## src/uiaw_defs.svh

```systemverilog
// Register offsets, field positions and reset values for the UART irq block
`ifndef UIAW_DEFS_SVH
`define UIAW_DEFS_SVH

// -----------------------------------------------------------------------
// Register offsets
// -----------------------------------------------------------------------
`define UIAW_OFF_CTRL    4'h0
`define UIAW_OFF_CFG     4'h1
`define UIAW_OFF_STATUS  4'h2
`define UIAW_OFF_MASK    4'h3
`define UIAW_OFF_RXWORD  4'h4
`define UIAW_OFF_RXHI    4'h5

// -----------------------------------------------------------------------
// Control and config register fields
// -----------------------------------------------------------------------
`define UIAW_CTRL_ADDR_MATCH 4
`define UIAW_CTRL_WAKE       3
`define UIAW_CTRL_RXIE       2
`define UIAW_CTRL_IDLE_IE    1
`define UIAW_CTRL_EMPTY_IE   0
`define UIAW_CTRL_RST    8'h00
`define UIAW_CFG_NINE    0
`define UIAW_CFG_RST     8'h00

// -----------------------------------------------------------------------
// Event status bits
// -----------------------------------------------------------------------
`define UIAW_EV_RX       0
`define UIAW_EV_OVR      1
`define UIAW_EV_IDLE     2
`define UIAW_EV_EMPTY    3
`define UIAW_EV_ADDR     4
`define UIAW_EV_WAKE     5
`define UIAW_EV_W        6
`define UIAW_MASK_RST    6'h3F

`endif

```

## src/uiaw_pkg.sv

```systemverilog
// Types shared by the UART irq, address and wake-up block
package uiaw_pkg;

  // Status flags from the rest of the UART
  typedef struct packed {
    logic rx_overrun_flag;
    logic rx_data_available_flag;
    logic tx_idle_flag;
    logic tx_empty_flag;
  } uiaw_flags_t;

  // One received word with its strobe
  typedef struct packed {
    logic       valid;
    logic [8:0] data;
  } uiaw_rxword_t;

  // Wake-up detector states
  typedef enum logic [1:0] {
    UIAW_WK_RUN  = 2'b00,
    UIAW_WK_ARM  = 2'b01,
    UIAW_WK_REQ  = 2'b10
  } uiaw_wk_state_t;

endpackage

```

## src/uiaw_sync.sv

```systemverilog
// Two-flop synchroniser for one asynchronous level
module uiaw_sync #(
  parameter logic RST_VAL = 1'b1
) (
  // Clock and reset
  input  wire logic i_mclk,
  input  wire logic i_rst_b,
  // Data
  input  wire logic i_async,
  output logic      o_sync
);

  logic meta_reg;  // First stage, read only by the second

  // -----------------------------------------------------------------------
  // Two stages
  // -----------------------------------------------------------------------
  always_ff @(posedge i_mclk or negedge i_rst_b) begin
    if (!i_rst_b) begin
      meta_reg <= RST_VAL;
      o_sync   <= RST_VAL;
    end else begin
      meta_reg <= i_async;
      o_sync   <= meta_reg;
    end
  end

endmodule // uiaw_sync

```

## src/uiaw_addr_det.sv

```systemverilog
// Address-bit filter for received words
module uiaw_addr_det (
  // Clock and reset
  input  wire logic                  i_mclk,
  input  wire logic                  i_rst_b,
  // Control
  input  wire logic                  i_addr_en,
  input  wire logic                  i_nine_bit,
  // Received word in
  input  wire uiaw_pkg::uiaw_rxword_t i_word,
  // Accepted word and address event out
  output uiaw_pkg::uiaw_rxword_t     o_word,
  output logic                       o_addr_evt
);

  logic addr_bit;  // Address bit of the incoming word

  // Bit 8 of the word (index 7) or bit 9 (index 8)
  always_comb begin
    addr_bit = i_nine_bit ? i_word.data[8] : i_word.data[7];
  end

  // -----------------------------------------------------------------------
  // Pass or discard, one cycle late
  // -----------------------------------------------------------------------
  always_ff @(posedge i_mclk or negedge i_rst_b) begin
    if (!i_rst_b) begin
      o_word     <= '0;
      o_addr_evt <= 1'b0;
    end else begin
      o_word.data <= i_word.data;
      // Data words dropped while filtering
      o_word.valid <= i_word.valid && (!i_addr_en || addr_bit);
      o_addr_evt   <= i_word.valid && i_addr_en && addr_bit;
    end
  end

endmodule // uiaw_addr_det

```

## src/uiaw_ctrl.sv

```systemverilog
// UART interrupt enables, address detect and RX wake-up control
`include "uiaw_defs.svh"
module uiaw_ctrl (
  // Clock and reset
  input  wire logic                   i_mclk,
  input  wire logic                   i_rst_b,
  // Register port
  input  wire logic [3:0]             i_addr,
  input  wire logic [7:0]             i_wdata,
  input  wire logic                   i_wr,
  input  wire logic                   i_rd,
  output logic [7:0]                  o_rdata,
  // UART status flags and clock state
  input  wire uiaw_pkg::uiaw_flags_t  i_flags,
  input  wire logic                   i_uart_clk_on,
  // Received words and RX pin
  input  wire uiaw_pkg::uiaw_rxword_t i_rx_word,
  input  wire logic                   i_rx_pin,
  // Outputs
  output uiaw_pkg::uiaw_rxword_t      o_rx_word,
  output logic                        o_wake_req,
  output logic                        o_irq
);

  // -----------------------------------------------------------------------
  // Declarations
  // -----------------------------------------------------------------------
  logic [7:0]              ctrl_reg;    // Enables and mode bits
  logic [7:0]              cfg_reg;     // Nine-bit select
  logic [`UIAW_EV_W-1:0]   status_reg;  // Sticky events
  logic [`UIAW_EV_W-1:0]   mask_reg;    // Event mask, 1 passes
  logic [`UIAW_EV_W-1:0]   ev_set;      // Event set terms
  logic [`UIAW_EV_W-1:0]   status_next; // Status next value
  logic [8:0]              last_word_reg; // Last accepted word
  logic                    rx_sync;     // Synchronised RX pin
  logic                    rx_prev_reg; // Previous RX sample
  logic                    clk_on_sync; // Synchronised clock-on level
  logic                    fall_edge;   // RX falling edge
  logic                    addr_evt;    // Address word seen
  logic                    wake_evt;    // Wake-up request raised
  logic                    nine_bit;    // Nine-bit select
  logic                    irq_next;    // Interrupt next value
  uiaw_pkg::uiaw_rxword_t  acc_word;    // Word after filter
  uiaw_pkg::uiaw_wk_state_t wk_state_reg; // Wake detector state

  assign nine_bit = cfg_reg[`UIAW_CFG_NINE];

  // -----------------------------------------------------------------------
  // Input synchronisers
  // -----------------------------------------------------------------------
  uiaw_sync #(.RST_VAL(1'b1)) u_rx_sync (
    .i_mclk  (i_mclk),
    .i_rst_b (i_rst_b),
    .i_async (i_rx_pin),
    .o_sync  (rx_sync)
  );

  uiaw_sync #(.RST_VAL(1'b1)) u_clk_sync (
    .i_mclk  (i_mclk),
    .i_rst_b (i_rst_b),
    .i_async (i_uart_clk_on),
    .o_sync  (clk_on_sync)
  );

  // -----------------------------------------------------------------------
  // Address filter
  // -----------------------------------------------------------------------
  uiaw_addr_det u_addr (
    .i_mclk     (i_mclk),
    .i_rst_b    (i_rst_b),
    .i_addr_en  (ctrl_reg[`UIAW_CTRL_ADDR_MATCH]),
    .i_nine_bit (nine_bit),
    .i_word     (i_rx_word),
    .o_word     (acc_word),
    .o_addr_evt (addr_evt)
  );

  // Forward accepted words, registered
  always_ff @(posedge i_mclk or negedge i_rst_b) begin
    if (!i_rst_b) begin
      o_rx_word     <= '0;
      last_word_reg <= 9'h000;
    end else begin
      o_rx_word <= acc_word;
      if (acc_word.valid) begin
        last_word_reg <= acc_word.data;
      end
    end
  end

  // -----------------------------------------------------------------------
  // RX edge detector
  // -----------------------------------------------------------------------
  always_ff @(posedge i_mclk or negedge i_rst_b) begin
    if (!i_rst_b) begin
      rx_prev_reg <= 1'b1;
    end else begin
      rx_prev_reg <= rx_sync;
    end
  end

  assign fall_edge = rx_prev_reg && !rx_sync;

  // -----------------------------------------------------------------------
  // Wake-up detector
  // -----------------------------------------------------------------------
  always_ff @(posedge i_mclk or negedge i_rst_b) begin
    if (!i_rst_b) begin
      wk_state_reg <= uiaw_pkg::UIAW_WK_RUN;
    end else begin
      case (wk_state_reg)
        uiaw_pkg::UIAW_WK_RUN: begin
          // Clock running: no wake behaviour
          if (!clk_on_sync) begin
            wk_state_reg <= uiaw_pkg::UIAW_WK_ARM;
          end
        end
        uiaw_pkg::UIAW_WK_ARM: begin
          if (clk_on_sync) begin
            wk_state_reg <= uiaw_pkg::UIAW_WK_RUN;
          end else if (fall_edge && ctrl_reg[`UIAW_CTRL_WAKE]) begin
            wk_state_reg <= uiaw_pkg::UIAW_WK_REQ;
          end
        end
        uiaw_pkg::UIAW_WK_REQ: begin
          // Held until software restarts the clock
          if (clk_on_sync) begin
            wk_state_reg <= uiaw_pkg::UIAW_WK_RUN;
          end
        end
        default: begin
          wk_state_reg <= uiaw_pkg::UIAW_WK_RUN;
        end
      endcase
    end
  end

  // One pulse when request starts; disabled wake ignores edges
  assign wake_evt = (wk_state_reg == uiaw_pkg::UIAW_WK_ARM) &&
                    !clk_on_sync && fall_edge &&
                    ctrl_reg[`UIAW_CTRL_WAKE];

  // Wake request output
  always_ff @(posedge i_mclk or negedge i_rst_b) begin
    if (!i_rst_b) begin
      o_wake_req <= 1'b0;
    end else begin
      o_wake_req <= wake_evt || (wk_state_reg == uiaw_pkg::UIAW_WK_REQ &&
                                 !clk_on_sync);
    end
  end

  // -----------------------------------------------------------------------
  // Event set terms
  // -----------------------------------------------------------------------
  always_comb begin
    ev_set = '0;
    ev_set[`UIAW_EV_RX]    = ctrl_reg[`UIAW_CTRL_RXIE] &&
                             i_flags.rx_data_available_flag;
    ev_set[`UIAW_EV_OVR]   = ctrl_reg[`UIAW_CTRL_RXIE] &&
                             i_flags.rx_overrun_flag;
    ev_set[`UIAW_EV_IDLE]  = ctrl_reg[`UIAW_CTRL_IDLE_IE] &&
                             i_flags.tx_idle_flag;
    ev_set[`UIAW_EV_EMPTY] = ctrl_reg[`UIAW_CTRL_EMPTY_IE] &&
                             i_flags.tx_empty_flag;
    ev_set[`UIAW_EV_ADDR]  = ctrl_reg[`UIAW_CTRL_RXIE] &&
                             addr_evt;
    ev_set[`UIAW_EV_WAKE]  = ctrl_reg[`UIAW_CTRL_RXIE] &&
                             wake_evt;
  end

  // Read of status clears; a set in the same cycle wins
  always_comb begin
    status_next = status_reg;
    if (i_rd && i_addr == `UIAW_OFF_STATUS) begin
      status_next = '0;
    end
    status_next = status_next | ev_set;
  end

  // -----------------------------------------------------------------------
  // Status register
  // -----------------------------------------------------------------------
  always_ff @(posedge i_mclk or negedge i_rst_b) begin
    if (!i_rst_b) begin
      status_reg <= '0;
    end else begin
      status_reg <= status_next;
    end
  end

  // Interrupt is OR of unmasked pending events
  assign irq_next = |(status_next & mask_reg);

  always_ff @(posedge i_mclk or negedge i_rst_b) begin
    if (!i_rst_b) begin
      o_irq <= 1'b0;
    end else begin
      o_irq <= irq_next;
    end
  end

  // -----------------------------------------------------------------------
  // Register writes
  // -----------------------------------------------------------------------
  always_ff @(posedge i_mclk or negedge i_rst_b) begin
    if (!i_rst_b) begin
      ctrl_reg <= `UIAW_CTRL_RST;
      cfg_reg  <= `UIAW_CFG_RST;
      mask_reg <= `UIAW_MASK_RST;
    end else if (i_wr) begin
      case (i_addr)
        `UIAW_OFF_CTRL: begin
          ctrl_reg <= i_wdata;
        end
        `UIAW_OFF_CFG: begin
          cfg_reg <= {7'h00, i_wdata[`UIAW_CFG_NINE]};
        end
        `UIAW_OFF_MASK: begin
          mask_reg <= i_wdata[`UIAW_EV_W-1:0];
        end
        default: begin
          // Read-only or unmapped: ignored
        end
      endcase
    end
  end

  // -----------------------------------------------------------------------
  // Register reads, data in the following cycle
  // -----------------------------------------------------------------------
  always_ff @(posedge i_mclk or negedge i_rst_b) begin
    if (!i_rst_b) begin
      o_rdata <= 8'h00;
    end else if (i_rd) begin
      case (i_addr)
        `UIAW_OFF_CTRL:   o_rdata <= ctrl_reg;
        `UIAW_OFF_CFG:    o_rdata <= cfg_reg;
        `UIAW_OFF_STATUS: o_rdata <= {2'h0, status_reg};
        `UIAW_OFF_MASK:   o_rdata <= {2'h0, mask_reg};
        `UIAW_OFF_RXWORD: o_rdata <= last_word_reg[7:0];
        `UIAW_OFF_RXHI:   o_rdata <= {7'h00, last_word_reg[8]};
        default:          o_rdata <= 8'h00;
      endcase
    end else begin
      o_rdata <= 8'h00;
    end
  end

  // -----------------------------------------------------------------------
  // Assertions
  // -----------------------------------------------------------------------
  a_rx_gate: assert property (@(posedge i_mclk) disable iff (!i_rst_b)
    (!ctrl_reg[`UIAW_CTRL_RXIE] && !status_reg[`UIAW_EV_RX])
      |=> !status_reg[`UIAW_EV_RX])
    else $error("rx event with enable low");

  a_rx_set: assert property (@(posedge i_mclk) disable iff (!i_rst_b)
    (ctrl_reg[`UIAW_CTRL_RXIE] && i_flags.rx_overrun_flag)
      |=> status_reg[`UIAW_EV_OVR])
    else $error("overrun not latched");

  a_idle_set: assert property (@(posedge i_mclk) disable iff (!i_rst_b)
    (ctrl_reg[`UIAW_CTRL_IDLE_IE] && i_flags.tx_idle_flag)
      |=> status_reg[`UIAW_EV_IDLE])
    else $error("idle not latched");

  a_empty_gate: assert property (@(posedge i_mclk) disable iff (!i_rst_b)
    (!ctrl_reg[`UIAW_CTRL_EMPTY_IE] && !status_reg[`UIAW_EV_EMPTY])
      |=> !status_reg[`UIAW_EV_EMPTY])
    else $error("empty gate broken");

  a_empty_set: assert property (@(posedge i_mclk) disable iff (!i_rst_b)
    (ctrl_reg[`UIAW_CTRL_EMPTY_IE] && i_flags.tx_empty_flag)
      |=> status_reg[`UIAW_EV_EMPTY])
    else $error("empty not latched");

  a_addr_drop: assert property (@(posedge i_mclk) disable iff (!i_rst_b)
    (i_rx_word.valid && ctrl_reg[`UIAW_CTRL_ADDR_MATCH] &&
     !(nine_bit ? i_rx_word.data[8] : i_rx_word.data[7]))
      |=> ##1 !o_rx_word.valid && !$past(addr_evt))
    else $error("data word not discarded");

  a_addr_event: assert property (@(posedge i_mclk) disable iff (!i_rst_b)
    (i_rx_word.valid && ctrl_reg[`UIAW_CTRL_ADDR_MATCH] && nine_bit &&
     i_rx_word.data[8]) |=> addr_evt)
    else $error("nine-bit address missed");

  a_wake_clk: assert property (@(posedge i_mclk) disable iff (!i_rst_b)
    clk_on_sync |-> !wake_evt)
    else $error("wake while clock on");

  a_wake_off: assert property (@(posedge i_mclk) disable iff (!i_rst_b)
    !ctrl_reg[`UIAW_CTRL_WAKE] |-> !wake_evt)
    else $error("wake with enable low");

  a_irq_or: assert property (@(posedge i_mclk) disable iff (!i_rst_b)
    |(status_next & mask_reg) |=> o_irq)
    else $error("irq missing");

  c_addr_word: cover property (@(posedge i_mclk) addr_evt);
  c_wake_req: cover property (@(posedge i_mclk) wake_evt);
  c_irq_rise: cover property (@(posedge i_mclk) $rose(o_irq));
  c_clear_set: cover property (@(posedge i_mclk)
    i_rd && i_addr == `UIAW_OFF_STATUS && |ev_set);

endmodule // uiaw_ctrl

```

## config.mk

```make
export PLATFORM = sky130hd
export DESIGN_NAME = uiaw_ctrl
export DESIGN_NICKNAME = d
export VERILOG_FILES = /design/src/uiaw_pkg.sv /design/src/uiaw_sync.sv /design/src/uiaw_addr_det.sv /design/src/uiaw_ctrl.sv
export VERILOG_INCLUDE_DIRS = /design/src
export SDC_FILE = /design/constraint.sdc
export NUM_CORES = 1
export LEC_CHECK = 0
export BUFFER_PORTS_ARGS = -buffer_cell sky130_fd_sc_hd__buf_2
export CORE_ASPECT_RATIO = 2
export CORE_UTILIZATION = 40
export CTS_CLUSTER_SIZE = 30
export DETAILED_ROUTE_END_ITERATION = 10
export PLACE_DENSITY_LB_ADDON = 0.25
export SKIP_LAST_GASP = 1
export SLEW_MARGIN = 25
export SYNTH_ARGS = -nofsm -noshare
export SYNTH_HDL_FRONTEND = slang
export SYNTH_HIERARCHICAL = 1
export SYNTH_SLANG_ARGS = --single-unit
```

## constraint.sdc

```tcl
create_clock -name i_mclk -period 1.88 [get_ports i_mclk]
set_input_delay 0.376 -clock i_mclk [delete_from_list [all_inputs] [get_ports i_mclk]]
set_output_delay 0.376 -clock i_mclk [all_outputs]
set_load 0.02 [all_outputs]
```

**After elaboration in Yosys (flattened, before gate mapping)**

Cells that the tools add are included.

- Muxes and demuxes: 9
- Eq/ne operators: 10
- Reductions and logical operators: 28
- Bitwise gates (word level): 2

Operators with widths:

| operator | number |
|---|---|
| 8-bit case mux with 6 select lines | 1 |
| 1-bit logical AND | 16 |
| 4-bit by 2-bit == test with 1-bit output (second input constant) | 2 |
| 4-bit by 3-bit == test with 1-bit output (second input constant) | 2 |
| 2-bit 2-to-1 mux | 4 |
| 8-bit 2-to-1 mux | 1 |
| 6-bit bitwise AND | 1 |
| 6-bit 2-to-1 mux | 1 |
| 6-bit bitwise OR | 1 |
| 2-bit case mux with 3 select lines | 1 |
| 2-bit AND reduction | 3 |
| 6-bit OR reduction | 1 |
| 4-bit by 1-bit == test with 1-bit output (second input constant) | 1 |
| 4-bit zero test | 1 |
| 1-bit zero test | 3 |
| 3-bit by 2-bit inequality test with 1-bit output (second input constant) | 1 |
| 3-bit AND reduction | 1 |
| 2-bit by 1-bit == test with 1-bit output (second input constant) | 1 |
| 2-bit == test (second input constant) | 1 |
| 2-bit zero test | 1 |
| 1-bit logical OR | 2 |
| 2-bit by 1-bit inequality test with 1-bit output (second input constant) | 1 |
| 2-bit inequality test (second input constant) | 1 |
| 1-bit 2-to-1 mux | 1 |

- Bits in registers: 68
- Input port bits: 32
- Logic and storage cells: 68
- Output and inout bits: 20

**Logic depth before layout (Yosys ltp)**

- Word-level depth: 8
- Depth in mapped cells: 6
- Gate-level depth less buffers: 4

**Hierarchy**

Netlist, hierarchy kept.

By module, submodules not included:

| module | times used | cells each | seq. area each (um^2) | area each (um^2) |
|---|---|---|---|---|
| uiaw_ctrl | 1 | 147 | 1335.0 | 2110.8 |
| uiaw_addr_det | 1 | 15 | 275.3 | 300.3 |
| uiaw_sync | 2 | 2 | 52.6 | 52.6 |

**Least setup slack after synthesis**

Ideal clock, no wire load.

- Path type: input port to flip-flop
- Start point: input port i_addr[0]
- End point: register o_irq
- Stages on the path: 5
- Path slack: 0.230 ns
- Data arrival time: 1.526 ns
- Path buffers: 1
- Required time: 1.756 ns
- Library setup time: 0.124 ns
- Cells stage by stage: buf_6 > nor4b_4 > nand2_4 > a22o_1 > a211o_1

- Longest elaborated chain between the ends: 6

RTL lines:

| item | RTL line | RTL |
|---|---|---|
| start: declaration | uiaw_ctrl.sv:8 | `input wire logic [3:0] i_addr,` |
| 4-bit by 2-bit == test with 1-bit output | - |  |
| 1-bit logical AND (no line) | - |  |
| 6-bit 2-to-1 mux | uiaw_ctrl.sv:175 | `` if (i_rd && i_addr == `UIAW_OFF_STATUS) begin `` |
| 6-bit bitwise OR | uiaw_ctrl.sv:178 | `status_next = status_next \| ev_set;` |
| via status_next[1] | uiaw_ctrl.sv:33 | `` logic [`UIAW_EV_W-1:0] status_next; `` |
| 6-bit bitwise AND | uiaw_ctrl.sv:193 | `assign irq_next = \|(status_next & mask_reg);` |
| 6-bit OR reduction | uiaw_ctrl.sv:193 |  |
| via irq_next | uiaw_ctrl.sv:42 | `logic irq_next;` |
| end signal: assignment | uiaw_ctrl.sv:199 | `o_irq <= irq_next;` |
| end: declaration | uiaw_ctrl.sv:22 | `output logic o_irq` |

The timed path passes the listed nets, and every way through them passes these cells.
A chain may end at the register's enable or synchronous reset.

**Worst setup path in the final report**

- Start point: register ctrl_reg[2]
- End point: register o_irq

- Longest elaborated chain between the ends: 4
- Elaborated cells on any way between the ends: 7
- Classes of those cells: bitwise (2); reduce/logical (5)

RTL lines:

| item | RTL line | RTL |
|---|---|---|
| start: declaration | uiaw_ctrl.sv:28 | `logic [7:0] ctrl_reg;` |
| start signal: assignment | uiaw_ctrl.sv:208 | `` ctrl_reg <= `UIAW_CTRL_RST; `` |
| start signal: assignment | uiaw_ctrl.sv:214 | `ctrl_reg <= i_wdata;` |
| 1-bit logical AND, on equally long branches | - |  |
| 6-bit bitwise OR (*) | uiaw_ctrl.sv:178 |  |
| 6-bit bitwise AND (*) | uiaw_ctrl.sv:193 |  |
| 6-bit OR reduction (*) | uiaw_ctrl.sv:193 |  |
| via irq_next | uiaw_ctrl.sv:42 |  |

Mark *: on every way through the listed nets, which the timed path passes. The rest lies on a longest branch.

==> results by stage <==
Min path:
- The tightest min-delay check is of the input port to async pin type.

GRT:
- The pin count of the biggest net entering global routing is 69.
- The via count of the first global-routing pass was approximately 1600.
- For met1 alone, demand over resource in global routing was 0.1943.
- The layer flagged by global routing as most heavily used is met2.
- The met3 layer usage reported by global route is 0.05650.
- In the global route stage, met2 resource usage came out at 0.2674.
- The first-pass GRT wire length is just over 8000 um.
- For this run the aggregate overflow at the end of global routing stands at 0.
- Across every metal layer, demand over resource in global routing totals 0.1713.
- The initial antenna violation count is 0.

Pwr:
- The maximum resistive drop on vdd is between 0.6 and 0.7 mV.
- The analysis attributes to cell leakage a power of ~1.5 nW.
- The relative contribution of sequential cells to total power is 0.492.
- The share of total power dissipated in combinational logic is 0.107.
- The cell area power density is 1183 nW/um^2.
- Summed over all nets, the switching power comes to approximately 0.00087 W.
- Cell internal power was estimated by the tool at about 0.0029 W.
- The proportion of total power due to net switching is 0.2337.
- The part of the total power dissipated in the clock network is 0.401.

Layout:
- Compared with the post-synthesis result, the final layout area differs by 25.46%.
- The repair_antennas step left the layout with diodes totalling 0.
- At the end of the flow the core is filled with cells to 0.5213.
- The fraction of layout cells with a size suffix above 1 is 0.4848.
- For this run, the post-layout net count is between 200 and 300.
- The filler cells instantiated in the layout total around 520.

Worst setup path:
- Data arrives at the worst endpoint at about 1.6 ns.
- In this design, the largest share of critical-path delay is due to compound AO/OA/AOI/OAI gates.
- The worst setup path is of the flip-flop to flip-flop kind.
- The count of cells along the worst register-to-register path is 4.
- At the worst endpoint, the required time is between 2 and 2.5 ns.
- The startpoint kind of the worst setup timing path is a flip-flop.
- The master of the slowest instance on the critical path is sky130_fd_sc_hd__dfrtp_1.
- The combined buffer and inverter count along the critical path is 0.
- Of all nets on the critical path, the largest fanout is 10.
- The largest incremental delay on the critical path is 0.47 ns.
- The endpoint kind of the worst setup timing path is a flip-flop.
- The critical path runs through a total of 4 cells.
- Traced cell by cell, the critical path runs through a21o_1, a222oi_1, a21boi_0, a211o_1.

Placed design:
- The routability-driven placement congestion ratio is roughly 0.85.
- Before CTS, the worst setup slack after placement is around 0.17 ns.
- The count of buffers from port buffering is 51.
- The detailed-placement wirelength estimate is 3466 um.

Clock tree:
- For this design, the sink count on the clock tree is 68.
- The cts-stage hold buffer count is 0.
- The clock passes through at most 2 buffers.
- Clock tree synthesis inserted a total of 9 buffers.
- The H-tree was split into 3 levels.
- The clock tree root buffer cell is sky130_fd_sc_hd__clkbuf_16.
- The number of setup buffers added after CTS is 0.
- The TritonCTS clock tree is yes.
- The clock transition at the registers of the reported paths is approximately 0.05 ns.
- The worst-skew pair later-pin latency is ~0.32 ns.
- The number of gates resized after CTS was 0.

Routing:
- The aggregate routed wire length is between 4000 and 5000 um.
- In this run the remaining antenna-violating nets after routing total 0.
- The DRC violation count after routing is 0.
- The via count is 1598.
- For this run, the detailed router's first-pass iteration total came to 5.
- In this run, the number of DRC markers left after iteration 0 of detailed routing was 53.
- After detailed routing, the average wire length per cell comes to 15.37 um.
- The via-per-instance ratio is around 5.

Synth:
- The number of enable flip-flop cells after synthesis is 0.
- The yosys synthesis warning count is 6.
- The cell area that synthesis handed to floorplanning was around 2500 um^2.
- The number of storage elements in the synthesis netlist is 68.
- The post-synthesis net count is around 200.
- Synthesis produced between 150 and 200 cells.
- The largest area contributor in the synthesized netlist is sky130_fd_sc_hd__dfrtp_1.
- The dominant synthesized flop cell is sky130_fd_sc_hd__dfrtp_1.
- The most common cell in the synthesized netlist is sky130_fd_sc_hd__dfrtp_1.
- A synthesized cell averages 15.16 um^2.
- After synthesis, the most frequently instantiated cells are 57 x sky130_fd_sc_hd__dfrtp_1, 24 x sky130_fd_sc_hd__mux2_2, 13 x sky130_fd_sc_hd__nand2_1, 11 x sky130_fd_sc_hd__dfstp_2, 7 x sky130_fd_sc_hd__a21oi_1.
- Yosys mapped the design onto 36 distinct sky130hd cell types.
- The share of the yosys chip area belonging to registers is 0.6818.
- The share of Yosys cell area claimed by the top area cell type is 0.5669.
- The post-synthesis async set-or-reset flop share is 1.000.
- After synthesis, the cell types taking the most area are sky130_fd_sc_hd__dfrtp_1 57%, sky130_fd_sc_hd__dfstp_2 11%, sky130_fd_sc_hd__mux2_2 11%, sky130_fd_sc_hd__a222oi_1 2.4%, sky130_fd_sc_hd__nand2_1 1.9%.

Floorplanning:
- The height of the die is about 110 um.
- The number of top-level design ports is 52.
- The floorplan die width is just under 60 um.
- The placeable core area is slightly above 6000 um^2.
- The number of rows created at floorplan is 40.
- The die outline area is around 6600 um^2.
- The initial utilization of the core area, before any placement, comes to 0.4155.

Timing:
- The hold violation count in the final report is 0.
- The fmax is 703.6 MHz.
- In the final timing run, aggregate negative setup slack is 0 ns.
- The fraction of the cycle the final worst path needs is 0.7560.
- The max-slew violation count came to 0.
- In the post-route analysis, the smallest setup slack over all paths is between 0.4 and 0.5 ns.
- The minimum clock period after layout is about 1.4 ns.
- The final setup skew is ~0.005 ns.
- The total of endpoints with negative setup slack in the final report is 0.
- At the pin with the least slew margin, the transition time is 0.4873 ns.
- The worst slew margin relative to its limit is 0.6751.
- Setup repair after global routing left no endpoint under its margin.

Flow run:
- The number of maximum-capacitance constraint violations is 0.

Outcome:
- The flow ran to the end, and the final reports show no timing, DRC or antenna violations.
==> layer usage <==
layer	vias up	wire (um)	part of all wire
met5	-	0	0
met4	0	167	0.035
met3	12	215	0.044
met2	53	2566	0.53
met1	800	1891	0.39
li1	733	-	-
==> placed cells by master (no fill, tap or decap), types with 3 or more instances in the layout <==
cell type,synthesis,layout
sky130_fd_sc_hd__a222oi_1,6,6
sky130_fd_sc_hd__a22oi_1,3,3
sky130_fd_sc_hd__buf_2,1,51
sky130_fd_sc_hd__dfrtp_1,57,57
sky130_fd_sc_hd__nor2_1,6,6
sky130_fd_sc_hd__clkbuf_1,3,3
sky130_fd_sc_hd__a22o_2,3,3
sky130_fd_sc_hd__nand2_1,13,13
sky130_fd_sc_hd__clkbuf_16,0,9
sky130_fd_sc_hd__a22o_1,4,4
sky130_fd_sc_hd__dfstp_2,11,11
sky130_fd_sc_hd__a21oi_1,7,7
sky130_fd_sc_hd__buf_4,0,4
sky130_fd_sc_hd__mux2_2,24,24
==> cells by family (layout without fill, tap and decap cells) <==
logic type / count (synthesis) / count (layout) / share of synthesized area
multiplexers: 26 / 26 / 0.1154
buffers and inverters: 8 / 73 / 0.01889
flip-flops: 68 / 68 / 0.6818
AO/OA/AOI/OAI: 31 / 31 / 0.09945
AND/OR/NAND/NOR: 33 / 33 / 0.08453
==> path summary, 6_finish.rpt <==
kind | start | to | slack, ns
setup reg to reg | ctrl_reg[2]$_DFFE_PN0P_ | o_irq$_DFF_PN0_ | 0.46
setup / recovery | ctrl_reg[2]$_DFFE_PN0P_ | o_irq$_DFF_PN0_ | 0.46
hold reg to reg | u_rx_sync/meta_reg$_DFF_PN1_ | u_rx_sync/o_sync$_DFF_PN1_ | 0.36
min in group i_mclk | i_rx_pin | u_rx_sync/meta_reg$_DFF_PN1_ | 0.15
hold / removal | i_rst_b | o_rx_word[1]$_DFF_PN0_ | 0.05
max in group asynchronous | i_rst_b | u_clk_sync/meta_reg$_DFF_PN1_ | 1.49
==> final cells by class <==
class | count | area [um^2] | area share
Clock buffer | 14 | 264.0 | 0.08363
Clock inverter | 2 | 10.01 | 0.003171
Inverter | 1 | 3.754 | 0.001189
Multi-Input combinational cell | 90 | 753.2 | 0.2386
Sequential cell | 68 | 1715 | 0.5434
Tap cell | 84 | 105.1 | 0.03329
Timing Repair Buffer | 56 | 305.3 | 0.09671
==> power by group through the flow <==
stage	Sequential, W	Clock [W]	Combinational, W
CTS	0.00184	0.00155	0.000407
floorplan	0.00182	0	0.000265
global route	0.00186	0.00160	0.000444
finish	0.00184	0.00150	0.000400
detailed placement	0.00186	0	0.000404
global placement	0.00186	0	0.000395
==> worst reg2reg max path, stage by stage (launching register included) <==
cell	delay, ns
sky130_fd_sc_hd__dfrtp_1	0.47
sky130_fd_sc_hd__a21o_1	0.20
sky130_fd_sc_hd__a222oi_1	0.21
sky130_fd_sc_hd__a21boi_0	0.14
sky130_fd_sc_hd__a211o_1	0.28
==> metrics by stage <==
step	total power, W	cells	instance area (um^2)	hold slack (ns)
after floorplan	0.002087	166	2516	0.08041
after global placement	0.002254	299	2883	0.3476
after detailed placement	0.002265	299	2883	0.3491
after CTS	0.003791	315	3157	0.07578
after global routing	0.003913	315	3157	0.09645
final	0.003735	315	3157	0.04710
No activity file was read; power rests on OpenSTA's default activity.
